## src/ts_pkg.sv

```systemverilog
// timestamp unit package: register map, field layout, reset values
// and tick timing for the dual-port frame timestamp block.
// assumes a 125 MHz device clock and an 8-bit register port.
package ts_pkg;

  // ************************************************************
  // register offsets
  // ************************************************************
  localparam logic [7:0] OFF_CONFIG     = 8'h25;
  localparam logic [7:0] OFF_CONTROL    = 8'h26;
  localparam logic [7:0] OFF_LINE_UPPER = 8'h27;
  localparam logic [7:0] OFF_LINE_LOWER = 8'h28;
  localparam logic [7:0] OFF_STATE      = 8'h29;
  localparam logic [7:0] OFF_P0_UPPER   = 8'h2a;
  localparam logic [7:0] OFF_P0_LOWER   = 8'h2b;
  localparam logic [7:0] OFF_P1_UPPER   = 8'h2c;
  localparam logic [7:0] OFF_P1_LOWER   = 8'h2d;

  // ************************************************************
  // field positions
  // ************************************************************
  localparam int CFG_EDGE_BIT   = 6;
  localparam int CFG_RES_LSB    = 4;
  localparam int CFG_EARLY_BIT  = 3;
  localparam int CFG_FREE_BIT   = 1;
  localparam int CFG_POINT_BIT  = 0;
  localparam int CTL_HOLD_BIT   = 4;
  localparam int CTL_EN_LSB     = 0;
  localparam int ST_READY_BIT   = 4;
  localparam int ST_VALID_LSB   = 0;

  // writable bits; reserved bits are stored as zero
  localparam logic [7:0] CFG_WMASK = 8'h7b;
  localparam logic [7:0] CTL_WMASK = 8'h13;

  // ************************************************************
  // reset values
  // ************************************************************
  localparam logic [7:0] CONFIG_RST  = 8'h00;
  localparam logic [7:0] CONTROL_RST = 8'h00;
  localparam logic [7:0] LINE_RST    = 8'h00;
  localparam logic [15:0] STAMP_RST  = 16'h0000;

  // ************************************************************
  // tick timing
  // ************************************************************
  localparam int CLK_PERIOD_PS = 8000;
  localparam int TICK0_NS      = 40;
  localparam int TICK1_NS      = 80;
  localparam int TICK2_NS      = 160;
  localparam int TICK3_US      = 1;
  localparam int TICK0_CYC = (TICK0_NS * 1000) / CLK_PERIOD_PS;
  localparam int TICK1_CYC = (TICK1_NS * 1000) / CLK_PERIOD_PS;
  localparam int TICK2_CYC = (TICK2_NS * 1000) / CLK_PERIOD_PS;
  localparam int TICK3_CYC = (TICK3_US * 1000000) / CLK_PERIOD_PS;

endpackage

```

## src/frame_timestamp.sv

```systemverilog
// dual-port frame timestamp unit: tick counter, frame-sync reference,
// per-port capture at a target line or at frame start, snapshot hold.
// assumes line and frame start events arrive as one-cycle pulses
// synchronous to clk, and frame_sync is already synchronous to clk.
//
// Our own choice: strobed register access.
`timescale 1ns/1ps
`default_nettype none

// Function
// - frame sync edge is rising when edge select is 0, falling when 1
// - early ready mode flags ready once all enabled ports are captured
// - free run select 0 follows frame sync, 1 runs freely
// - capture point 0 captures at target line, 1 at frame start
// - snapshot hold freezes captured stamps and clears the ready flag
// - each port captures only while its enable bit is set
// - target line is upper and lower bytes; capture when that line starts
// - frame start with free run arms on reaching the target line
// - read-only ready flag shows stamps are available to read
// - read-only valid flag per port, bit 0 port 0, bit 1 port 1
// - port 0 stamp readable as upper and lower byte registers
// - port 1 stamp bytes sit right after the port 0 pair
module frame_timestamp (
  input  wire logic       clk,
  input  wire logic       rst_n,
  input  wire logic [7:0] reg_addr,
  input  wire logic [7:0] reg_wdata,
  input  wire logic       reg_wr,
  input  wire logic       reg_rd,
  output logic      [7:0] reg_rdata,
  input  wire logic       frame_sync,
  input  wire logic [1:0] line_start,
  input  wire logic [1:0] frame_start
);

  // ************************************************************
  // overview
  // ************************************************************
  // everything runs on clk and on the released copy of the reset.
  // the register port answers every read one cycle later and never
  // stalls, so a stamp is read one byte at a time; software that needs
  // both bytes of one capture sets the snapshot hold first.
  // the counter restarts on the chosen frame sync edge unless free run
  // is selected; in free run it only wraps, and the wrap closes the
  // reference period instead of the sync edge.
  // captures are per port; ready is shared by both ports.

  // ************************************************************
  // reset release
  // ************************************************************
  logic rst_meta_q;
  logic rst_sync_q;

  always_ff @(posedge clk or negedge rst_n) begin
    if (!rst_n) begin
      rst_meta_q <= 1'b0;
      rst_sync_q <= 1'b0;
    end else begin
      rst_meta_q <= 1'b1;
      rst_sync_q <= rst_meta_q;
    end
  end

  // the raw reset only asserts; release waits two edges so that no
  // flop leaves reset on a different edge than its neighbours
  wire rst_sync_n = rst_sync_q;

  // ************************************************************
  // register file
  // ************************************************************
  logic [7:0] config_q;
  logic [7:0] control_q;
  logic [7:0] line_upper_q;
  logic [7:0] line_lower_q;

  // reserved bits are masked on the way in, so a readback never shows
  // a bit that the logic does not act on
  wire wr_config = reg_wr && (reg_addr == ts_pkg::OFF_CONFIG);
  wire wr_control = reg_wr && (reg_addr == ts_pkg::OFF_CONTROL);
  wire wr_upper = reg_wr && (reg_addr == ts_pkg::OFF_LINE_UPPER);
  wire wr_lower = reg_wr && (reg_addr == ts_pkg::OFF_LINE_LOWER);

  always_ff @(posedge clk or negedge rst_sync_n) begin
    if (!rst_sync_n) begin
      config_q     <= ts_pkg::CONFIG_RST;
      control_q    <= ts_pkg::CONTROL_RST;
      line_upper_q <= ts_pkg::LINE_RST;
      line_lower_q <= ts_pkg::LINE_RST;
    end else begin
      if (wr_config) begin
        config_q <= reg_wdata & ts_pkg::CFG_WMASK;
      end
      if (wr_control) begin
        control_q <= reg_wdata & ts_pkg::CTL_WMASK;
      end
      if (wr_upper) begin
        line_upper_q <= reg_wdata;
      end
      if (wr_lower) begin
        line_lower_q <= reg_wdata;
      end
    end
  end

  wire       edge_select   = config_q[ts_pkg::CFG_EDGE_BIT];
  wire [1:0] tick_select   = config_q[ts_pkg::CFG_RES_LSB +: 2];
  wire       early_ready   = config_q[ts_pkg::CFG_EARLY_BIT];
  wire       free_run      = config_q[ts_pkg::CFG_FREE_BIT];
  wire       frame_point   = config_q[ts_pkg::CFG_POINT_BIT];
  wire       snapshot_hold = control_q[ts_pkg::CTL_HOLD_BIT];
  wire [1:0] port_enable   = control_q[ts_pkg::CTL_EN_LSB +: 2];
  wire [15:0] target_line  = {line_upper_q, line_lower_q};

  // ************************************************************
  // frame sync reference
  // ************************************************************
  logic fs_prev_q;

  // the previous level resets to low, the idle level with rising edges
  // selected; a sync input already high at reset release gives one
  // early event, which only restarts the counter
  always_ff @(posedge clk or negedge rst_sync_n) begin
    if (!rst_sync_n) begin
      fs_prev_q <= 1'b0;
    end else begin
      fs_prev_q <= frame_sync;
    end
  end

  wire fs_rise = frame_sync && !fs_prev_q;
  wire fs_fall = !frame_sync && fs_prev_q;
  wire fs_event = edge_select ? fs_fall : fs_rise;

  // ************************************************************
  // tick prescaler and stamp counter
  // ************************************************************
  logic [6:0]  presc_q;
  logic [15:0] stamp_cnt_q;

  // terminal counts of the four resolutions; the slowest one still
  // fits the 7-bit prescaler at the device clock
  wire [6:0] cyc_res0 = 7'(ts_pkg::TICK0_CYC);
  wire [6:0] cyc_res1 = 7'(ts_pkg::TICK1_CYC);
  wire [6:0] cyc_res2 = 7'(ts_pkg::TICK2_CYC);
  wire [6:0] cyc_res3 = 7'(ts_pkg::TICK3_CYC);

  // period of the selected tick, in clock cycles
  wire [6:0] tick_cycles =
    (tick_select == 2'b00) ? cyc_res0 :
    (tick_select == 2'b01) ? cyc_res1 :
    (tick_select == 2'b10) ? cyc_res2 :
                             cyc_res3;

  // the prescaler compares with >= so a resolution change mid-period
  // never strands the count above the new terminal value
  wire tick = (presc_q >= tick_cycles - 7'h01);
  wire cnt_wrap = tick && (stamp_cnt_q == 16'hffff);
  wire ref_event = free_run ? cnt_wrap : fs_event;
  wire restart = !free_run && fs_event;

  always_ff @(posedge clk or negedge rst_sync_n) begin
    if (!rst_sync_n) begin
      presc_q     <= 7'h00;
      stamp_cnt_q <= ts_pkg::STAMP_RST;
    end else if (restart) begin
      presc_q     <= 7'h00;
      stamp_cnt_q <= ts_pkg::STAMP_RST;
    end else if (tick) begin
      presc_q     <= 7'h00;
      stamp_cnt_q <= stamp_cnt_q + 16'h0001;
    end else begin
      presc_q     <= presc_q + 7'h01;
    end
  end

  // ************************************************************
  // per-port capture
  // ************************************************************
  // each port keeps its own stamp and valid flop; the shared views
  // below are nets so that every flop has exactly one writer
  wire [15:0] stamp_hold [2];
  wire [1:0]  stamp_valid;
  wire [1:0]  capture;

  genvar p;
  generate
    for (p = 0; p < 2; p++) begin : g_port
      logic [15:0] line_cnt_q;
      logic        armed_q;
      logic [15:0] stamp_q;
      logic        valid_q;

      // a frame start clears the count, so the first line of a frame
      // is line 1; a frame start beside a line start wins
      wire [15:0] next_line = line_cnt_q + 16'h0001;
      wire        hit_line  = line_start[p] && (next_line == target_line);
      // with free run at frame start, only the first frame start after
      // reset or one seen after the target line of the previous frame is
      // taken; a frame with fewer lines than the target leaves the port disarmed
      wire        need_arm  = frame_point && free_run;
      wire        cap_frame = frame_start[p] && (armed_q || !need_arm);
      wire        cap_point = frame_point ? cap_frame : hit_line;
      wire        cap_gate  = port_enable[p] && !snapshot_hold;
      assign capture[p] = cap_point && cap_gate;

      always_ff @(posedge clk or negedge rst_sync_n) begin
        if (!rst_sync_n) begin
          line_cnt_q <= 16'h0000;
          armed_q    <= 1'b1;
        end else begin
          if (frame_start[p]) begin
            line_cnt_q <= 16'h0000;
          end else if (line_start[p]) begin
            line_cnt_q <= next_line;
          end
          if (capture[p]) begin
            armed_q <= 1'b0;
          end else if (hit_line) begin
            armed_q <= 1'b1;
          end
        end
      end

      always_ff @(posedge clk or negedge rst_sync_n) begin
        if (!rst_sync_n) begin
          stamp_q <= ts_pkg::STAMP_RST;
          valid_q <= 1'b0;
        end else if (capture[p]) begin
          stamp_q <= stamp_cnt_q;
          valid_q <= 1'b1;
        end
      end

      assign stamp_hold[p]  = stamp_q;
      assign stamp_valid[p] = valid_q;
    end
  endgenerate

  // ************************************************************
  // ready tracking
  // ************************************************************
  logic [1:0] got_q;
  logic       ready_q;

  // ports captured in the current reference period, counting this
  // cycle's captures so none is lost to the period boundary
  wire [1:0] got_now    = got_q | capture;
  wire       any_on     = (port_enable != 2'b00);
  wire [1:0] got_on     = got_now & port_enable;
  wire       all_done   = any_on && (got_on == port_enable);
  // normal ready waits for the event that closes the period; in free
  // run that event is the counter wrap, which may be far away
  wire       ready_norm = ref_event && all_done;
  wire       ready_set  = early_ready ? all_done : ready_norm;
  wire       early_end  = early_ready && all_done;
  wire       period_end = ref_event || early_end;

  always_ff @(posedge clk or negedge rst_sync_n) begin
    if (!rst_sync_n) begin
      got_q   <= 2'b00;
      ready_q <= 1'b0;
    end else begin
      got_q <= period_end ? 2'b00 : got_now;
      if (snapshot_hold) begin
        ready_q <= 1'b0;
      end else if (ready_set) begin
        ready_q <= 1'b1;
      end
    end
  end

  // ************************************************************
  // read port
  // ************************************************************
  // reserved status bits read as zero
  wire [7:0] state_byte = {3'b000, ready_q, 2'b00, stamp_valid};

  wire sel_config   = (reg_addr == ts_pkg::OFF_CONFIG);
  wire sel_control  = (reg_addr == ts_pkg::OFF_CONTROL);
  wire sel_upper    = (reg_addr == ts_pkg::OFF_LINE_UPPER);
  wire sel_lower    = (reg_addr == ts_pkg::OFF_LINE_LOWER);
  wire sel_state    = (reg_addr == ts_pkg::OFF_STATE);
  wire sel_p0_upper = (reg_addr == ts_pkg::OFF_P0_UPPER);
  wire sel_p0_lower = (reg_addr == ts_pkg::OFF_P0_LOWER);
  wire sel_p1_upper = (reg_addr == ts_pkg::OFF_P1_UPPER);
  wire sel_p1_lower = (reg_addr == ts_pkg::OFF_P1_LOWER);

  // no byte latch: the two halves of a stamp may come from different
  // captures unless the snapshot hold is set while they are read
  wire [7:0] rd_mux =
    sel_config   ? config_q :
    sel_control  ? control_q :
    sel_upper    ? line_upper_q :
    sel_lower    ? line_lower_q :
    sel_state    ? state_byte :
    sel_p0_upper ? stamp_hold[0][15:8] :
    sel_p0_lower ? stamp_hold[0][7:0] :
    sel_p1_upper ? stamp_hold[1][15:8] :
    sel_p1_lower ? stamp_hold[1][7:0] :
                   8'h00;

  // the read data return to zero outside a read, so a stale byte is
  // never taken for a fresh one
  logic [7:0] rdata_q;

  always_ff @(posedge clk or negedge rst_sync_n) begin
    if (!rst_sync_n) begin
      rdata_q <= 8'h00;
    end else begin
      rdata_q <= reg_rd ? rd_mux : 8'h00;
    end
  end

  assign reg_rdata = rdata_q;

  // ************************************************************
  // limitations
  // ************************************************************
  // valid bits clear only at reset; software tells a new capture from
  // an old one by the stamp value or by the ready flag.
  // a target line of 0 never matches, and 1 matches the first line of
  // a frame, which software is told to avoid.
  // line and frame start pulses are taken as one cycle long; a longer
  // line pulse counts one line per cycle.
  // a resolution change takes effect at once; the tick in flight ends at
  // the new period, or on the next cycle if it is already past it.

endmodule

`default_nettype wire

```

## config.mk

```make
export PLATFORM = sky130hd
export DESIGN_NAME = frame_timestamp
export DESIGN_NICKNAME = d
export VERILOG_FILES = /design/src/ts_pkg.sv /design/src/frame_timestamp.sv
export SDC_FILE = /design/constraint.sdc
export NUM_CORES = 1
export LEC_CHECK = 0
export BUFFER_PORTS_ARGS = -buffer_cell sky130_fd_sc_hd__buf_4
export CORE_ASPECT_RATIO = 1.75
export CORE_MARGIN = 2
export CORE_UTILIZATION = 30
export DETAILED_ROUTE_END_ITERATION = 16
export PLACE_DENSITY_LB_ADDON = 0.12
export SLEW_MARGIN = 30
export SYNTH_ARGS = -nofsm -noshare
export SYNTH_HDL_FRONTEND = slang
export SYNTH_SLANG_ARGS = --single-unit
```

## constraint.sdc

```tcl
create_clock -name clk -period 4.45 [get_ports clk]
set_input_delay 0.6675 -clock clk [delete_from_list [all_inputs] [get_ports clk]]
set_output_delay 0.6675 -clock clk [all_outputs]
set_load 0.01 [all_outputs]
```

==> out/qor.csv <==
stage;metric;value;unit
floorplanning;Initial Util;0.305;
final_layout;layout net count;752;
clock_tree;setup bufs post-CTS;0;
final_layout;area of the multi-input gates;3610;sq um
sta;final hold violation count;0;
min_path;Hold Path Class;flip-flop to asynchronous set/reset pin;
global_routing;GR Layer Usage met2;0.300;
route;via count;5371;
floorplanning;core box area;23200;sq um
final_layout;P&R area growth vs syn;18.0;%
route;Initial DRC Count;247;
sta;RSZ-0062 raised after global routing;no;
global_routing;largest net degree at the start of global routing;70;
synthesis;Syn Std Cell Area;7090;sq um
route;antenna-violating nets left;0;
sta;fmax;307;MHz
final_layout;most frequent cells in the layout;dfrtp_1, nor2_1, mux2_2, buf_4, xnor2_1;
outcome;status;finished, final reports clean;
critical_path;register-to-register setup slack;1.19;ns
sta;Slew headroom;0.561;
route;Residual DRC;0;
critical_path;CP Max Fanout;15;
sta;Clock Skews;0.00974;ns
route;Pre-Repair DR Iteration Count;5;
clock_tree;Max H-tree Level;4;
sta;Worst Tran Pin Value;0.649;ns
clock_tree;CTS Sinks;130;
critical_path;CP required;4.75;ns
global_routing;initial antenna violation count;0;
sta;Final Slew Violations;0;
placed_design;PortBufs;32;
final_layout;most common cell after layout, fill and taps aside;dfrtp_1;
critical_path;Startpoint Class;flip-flop;
sta;fin crit period;3.26;ns
critical_path;Critical R2R Launch;g_port[0].line_cnt_q[0];
route;wire per inst;19.6;um
synthesis;most common flop cell mapped by yosys;dfrtp_1;
floorplanning;DIE HEIGHT;207;um
final_layout;ANT cells;0;
clock_tree;register clock-pin slew on the reported worst setup and hold paths;0.06;ns
floorplanning;Die ar.;24900;sq um
global_routing;first-pass GRT wire length;31600;um
placed_design;pre-CTS setup slack;1.17;ns
floorplanning;IO Pins;33;
sta;final period utilization;0.732;
synthesis;sequential share of the synthesized area;0.459;
pwr;LEAKAGE;3.69;nW
flow_run;reported max-cap violation count;0;
synthesis;count of different cell masters after synthesis;68;
placed_design;routability-driven placement congestion ratio;0.810;
synthesis;Synth Instances;674;
sta;setup ws final;1.19;ns
critical_path;Reg-to-Reg End;g_port[0].stamp_q[9];
clock_tree;CTS Buf Count;17;
sta;Final Setup Violations;0;
clock_tree;insertion delay to the later sink of the worst-skew pair;0.42;ns
final_layout;# fillers;2265;
global_routing;met1 usage;0.177;
critical_path;critical path class;flip-flop to flip-flop;
global_routing;met3 Use GR;0.0316;
route;Post-Route WL;20100;um
synthesis;post-synthesis net count;716;
global_routing;global route hottest layer;met2;
synthesis;EDFF count, synth;0;
synthesis;Yosys warnings;0;
critical_path;Worst EP arrival;3.56;ns
synthesis;synth top area cells;dfrtp_1, mux2_2, xnor2_1;
global_routing;number of global-route vias before repair;5613;
global_routing;gr ovfl total;0;
route;DR vias/cell;5.23;
global_routing;Tot GR Track Use;0.169;
clock_tree;clock root buffer;clkbuf_16;
pwr;VDD IR max;287;uV
floorplanning;die width;120;um
placed_design;DPL Wire Length;15100;um
synthesis;Syn Area/Cell;10.5;sq um
synthesis;FFs w/ async S/R, synth;1.00;
synthesis;#FFs+latches synth;130;
synthesis;top-area cell type share of the netlist area;0.452;
clock_tree;CTS tree;built;
pwr;PwrDens;383;nW/um^2
final_layout;ratio of cells with drive above 1 in the final layout;0.202;
synthesis;post-synth top area cell;dfrtp_1;
critical_path;Setup crit end kind;flip-flop;
floorplanning;# rows;74;
clock_tree;Clock Path Buffers;2;
sta;Final TNS setup;0;ns
critical_path;r2r worst-path depth;9;
final_layout;total area of sequential cells;3260;sq um
==> report_power, final <==
| group | switching [W] | internal, W | leakage (nW) |
|---|---|---|---|
| sequential | 0.0000762 | 0.00124 | 1.79 |
| combinational | 0.000156 | 0.000132 | 1.58 |
| clock | 0.000531 | 0.00107 | 0.317 |
| total | 0.000763 | 0.00244 | 3.69 |
==> worst max-delay path by stage <==
stage | endpoint | depth (start not counted) | start
detailed placement | g_port[0].stamp_q[9] | 9 | g_port[0].line_cnt_q[0]
finish | g_port[0].stamp_q[9] | 9 | g_port[0].line_cnt_q[0]
global placement | g_port[0].stamp_q[10] | 9 | g_port[0].line_cnt_q[0]
CTS | g_port[0].stamp_q[9] | 9 | g_port[0].line_cnt_q[0]
global route | g_port[0].stamp_q[13] | 9 | g_port[0].line_cnt_q[0]
floorplan | config_q[0] | 0 | rst_sync_n
==> cell families after synthesis <==
logic type / count (synthesis) / share of synthesized area
DFF: 130 / 0.459
AOI/OAI and AO/OA: 99 / 0.107
xor gates and xnor gates: 79 / 0.0976
adders and majority gates: 17 / 0.0300
and+or+nand+nor: 235 / 0.172
other: 1 / 0.000529
buffers and inverters: 48 / 0.0314
muxes: 65 / 0.102
==> critical path, stage by stage, from the launching register on <==
cell       delay, ns
dfrtp_1         0.43
ha_1            0.25
nand3_1         0.14
nor3_1          0.31
mux2_2          0.37
mux2i_1         0.15
o2111ai_2       0.17
a2111oi_4       0.63
buf_4           0.34
mux2_2          0.36
==> Yosys cell counts (12+ instances only) <==
cell type,instances
a21oi_1,27
dfrtp_1,128
ha_1,17
inv_1,19
mux2_2,53
nand2_1,37
nand3_1,23
nand4_1,18
nor2_1,71
o21ai_0,12
or3_1,13
xnor2_1,40
xor2_1,39
==> cell type report <==
type,count,area share
Clock buffer,20,0.0534
Clock inverter,12,0.0274
Inverter,19,0.00853
Multi-Input combinational cell,496,0.432
Sequential cell,130,0.390
Tap cell,304,0.0455
Timing Repair Buffer,46,0.0431
==> layer usage <==
layer  vias up  part of all wire
li1       2484                 -
met2       134              0.53
met1      2693              0.37
met3        60             0.037
met5         -                 0
met4         0             0.068
==> per-stage QoR <==
step | util | power, W | std cells | instance area [sq um] | hold WS, ns
6_report | 0.360 | 0.00320 | 1027 | 8360 | 0.312
3_5_place_dp | 0.329 | 0.00163 | 993 | 7650 | 0.342
5_1_grt | 0.360 | 0.00335 | 1027 | 8360 | 0.354
3_3_place_gp | 0.329 | 0.00162 | 993 | 7650 | 0.340
2_1_floorplan | - | 0.00151 | 674 | 7090 | 0.331
4_1_cts | 0.359 | 0.00324 | 1026 | 8340 | 0.350
==> sequential cells by signal, summed over array words and instances (netlist names) <==
| signal | count |
|---|---|
| rst_meta_q | 1 |
| ready_q | 1 |
| control_q | 3 |
| rst_sync_n | 1 |
| got_q | 2 |
| stamp_cnt_q | 16 |
| line_upper_q | 8 |
| presc_q | 7 |
| fs_prev_q | 1 |
| g_port.valid_q | 2 |
| g_port.armed_q | 2 |
| config_q | 6 |
| reg_rdata | 8 |
| line_lower_q | 8 |
| g_port.line_cnt_q | 32 |
| g_port.stamp_q | 32 |
==> what timing repair did <==
action / 4_1_cts / 5_1_grt
setup endpoints to repair: 0 / 0
hold buffers: 1 / 0
gates resized for setup: 0 / 0
hold endpoints to repair: 2 / 0
Note: power is estimated with default switching activity, not from simulation.
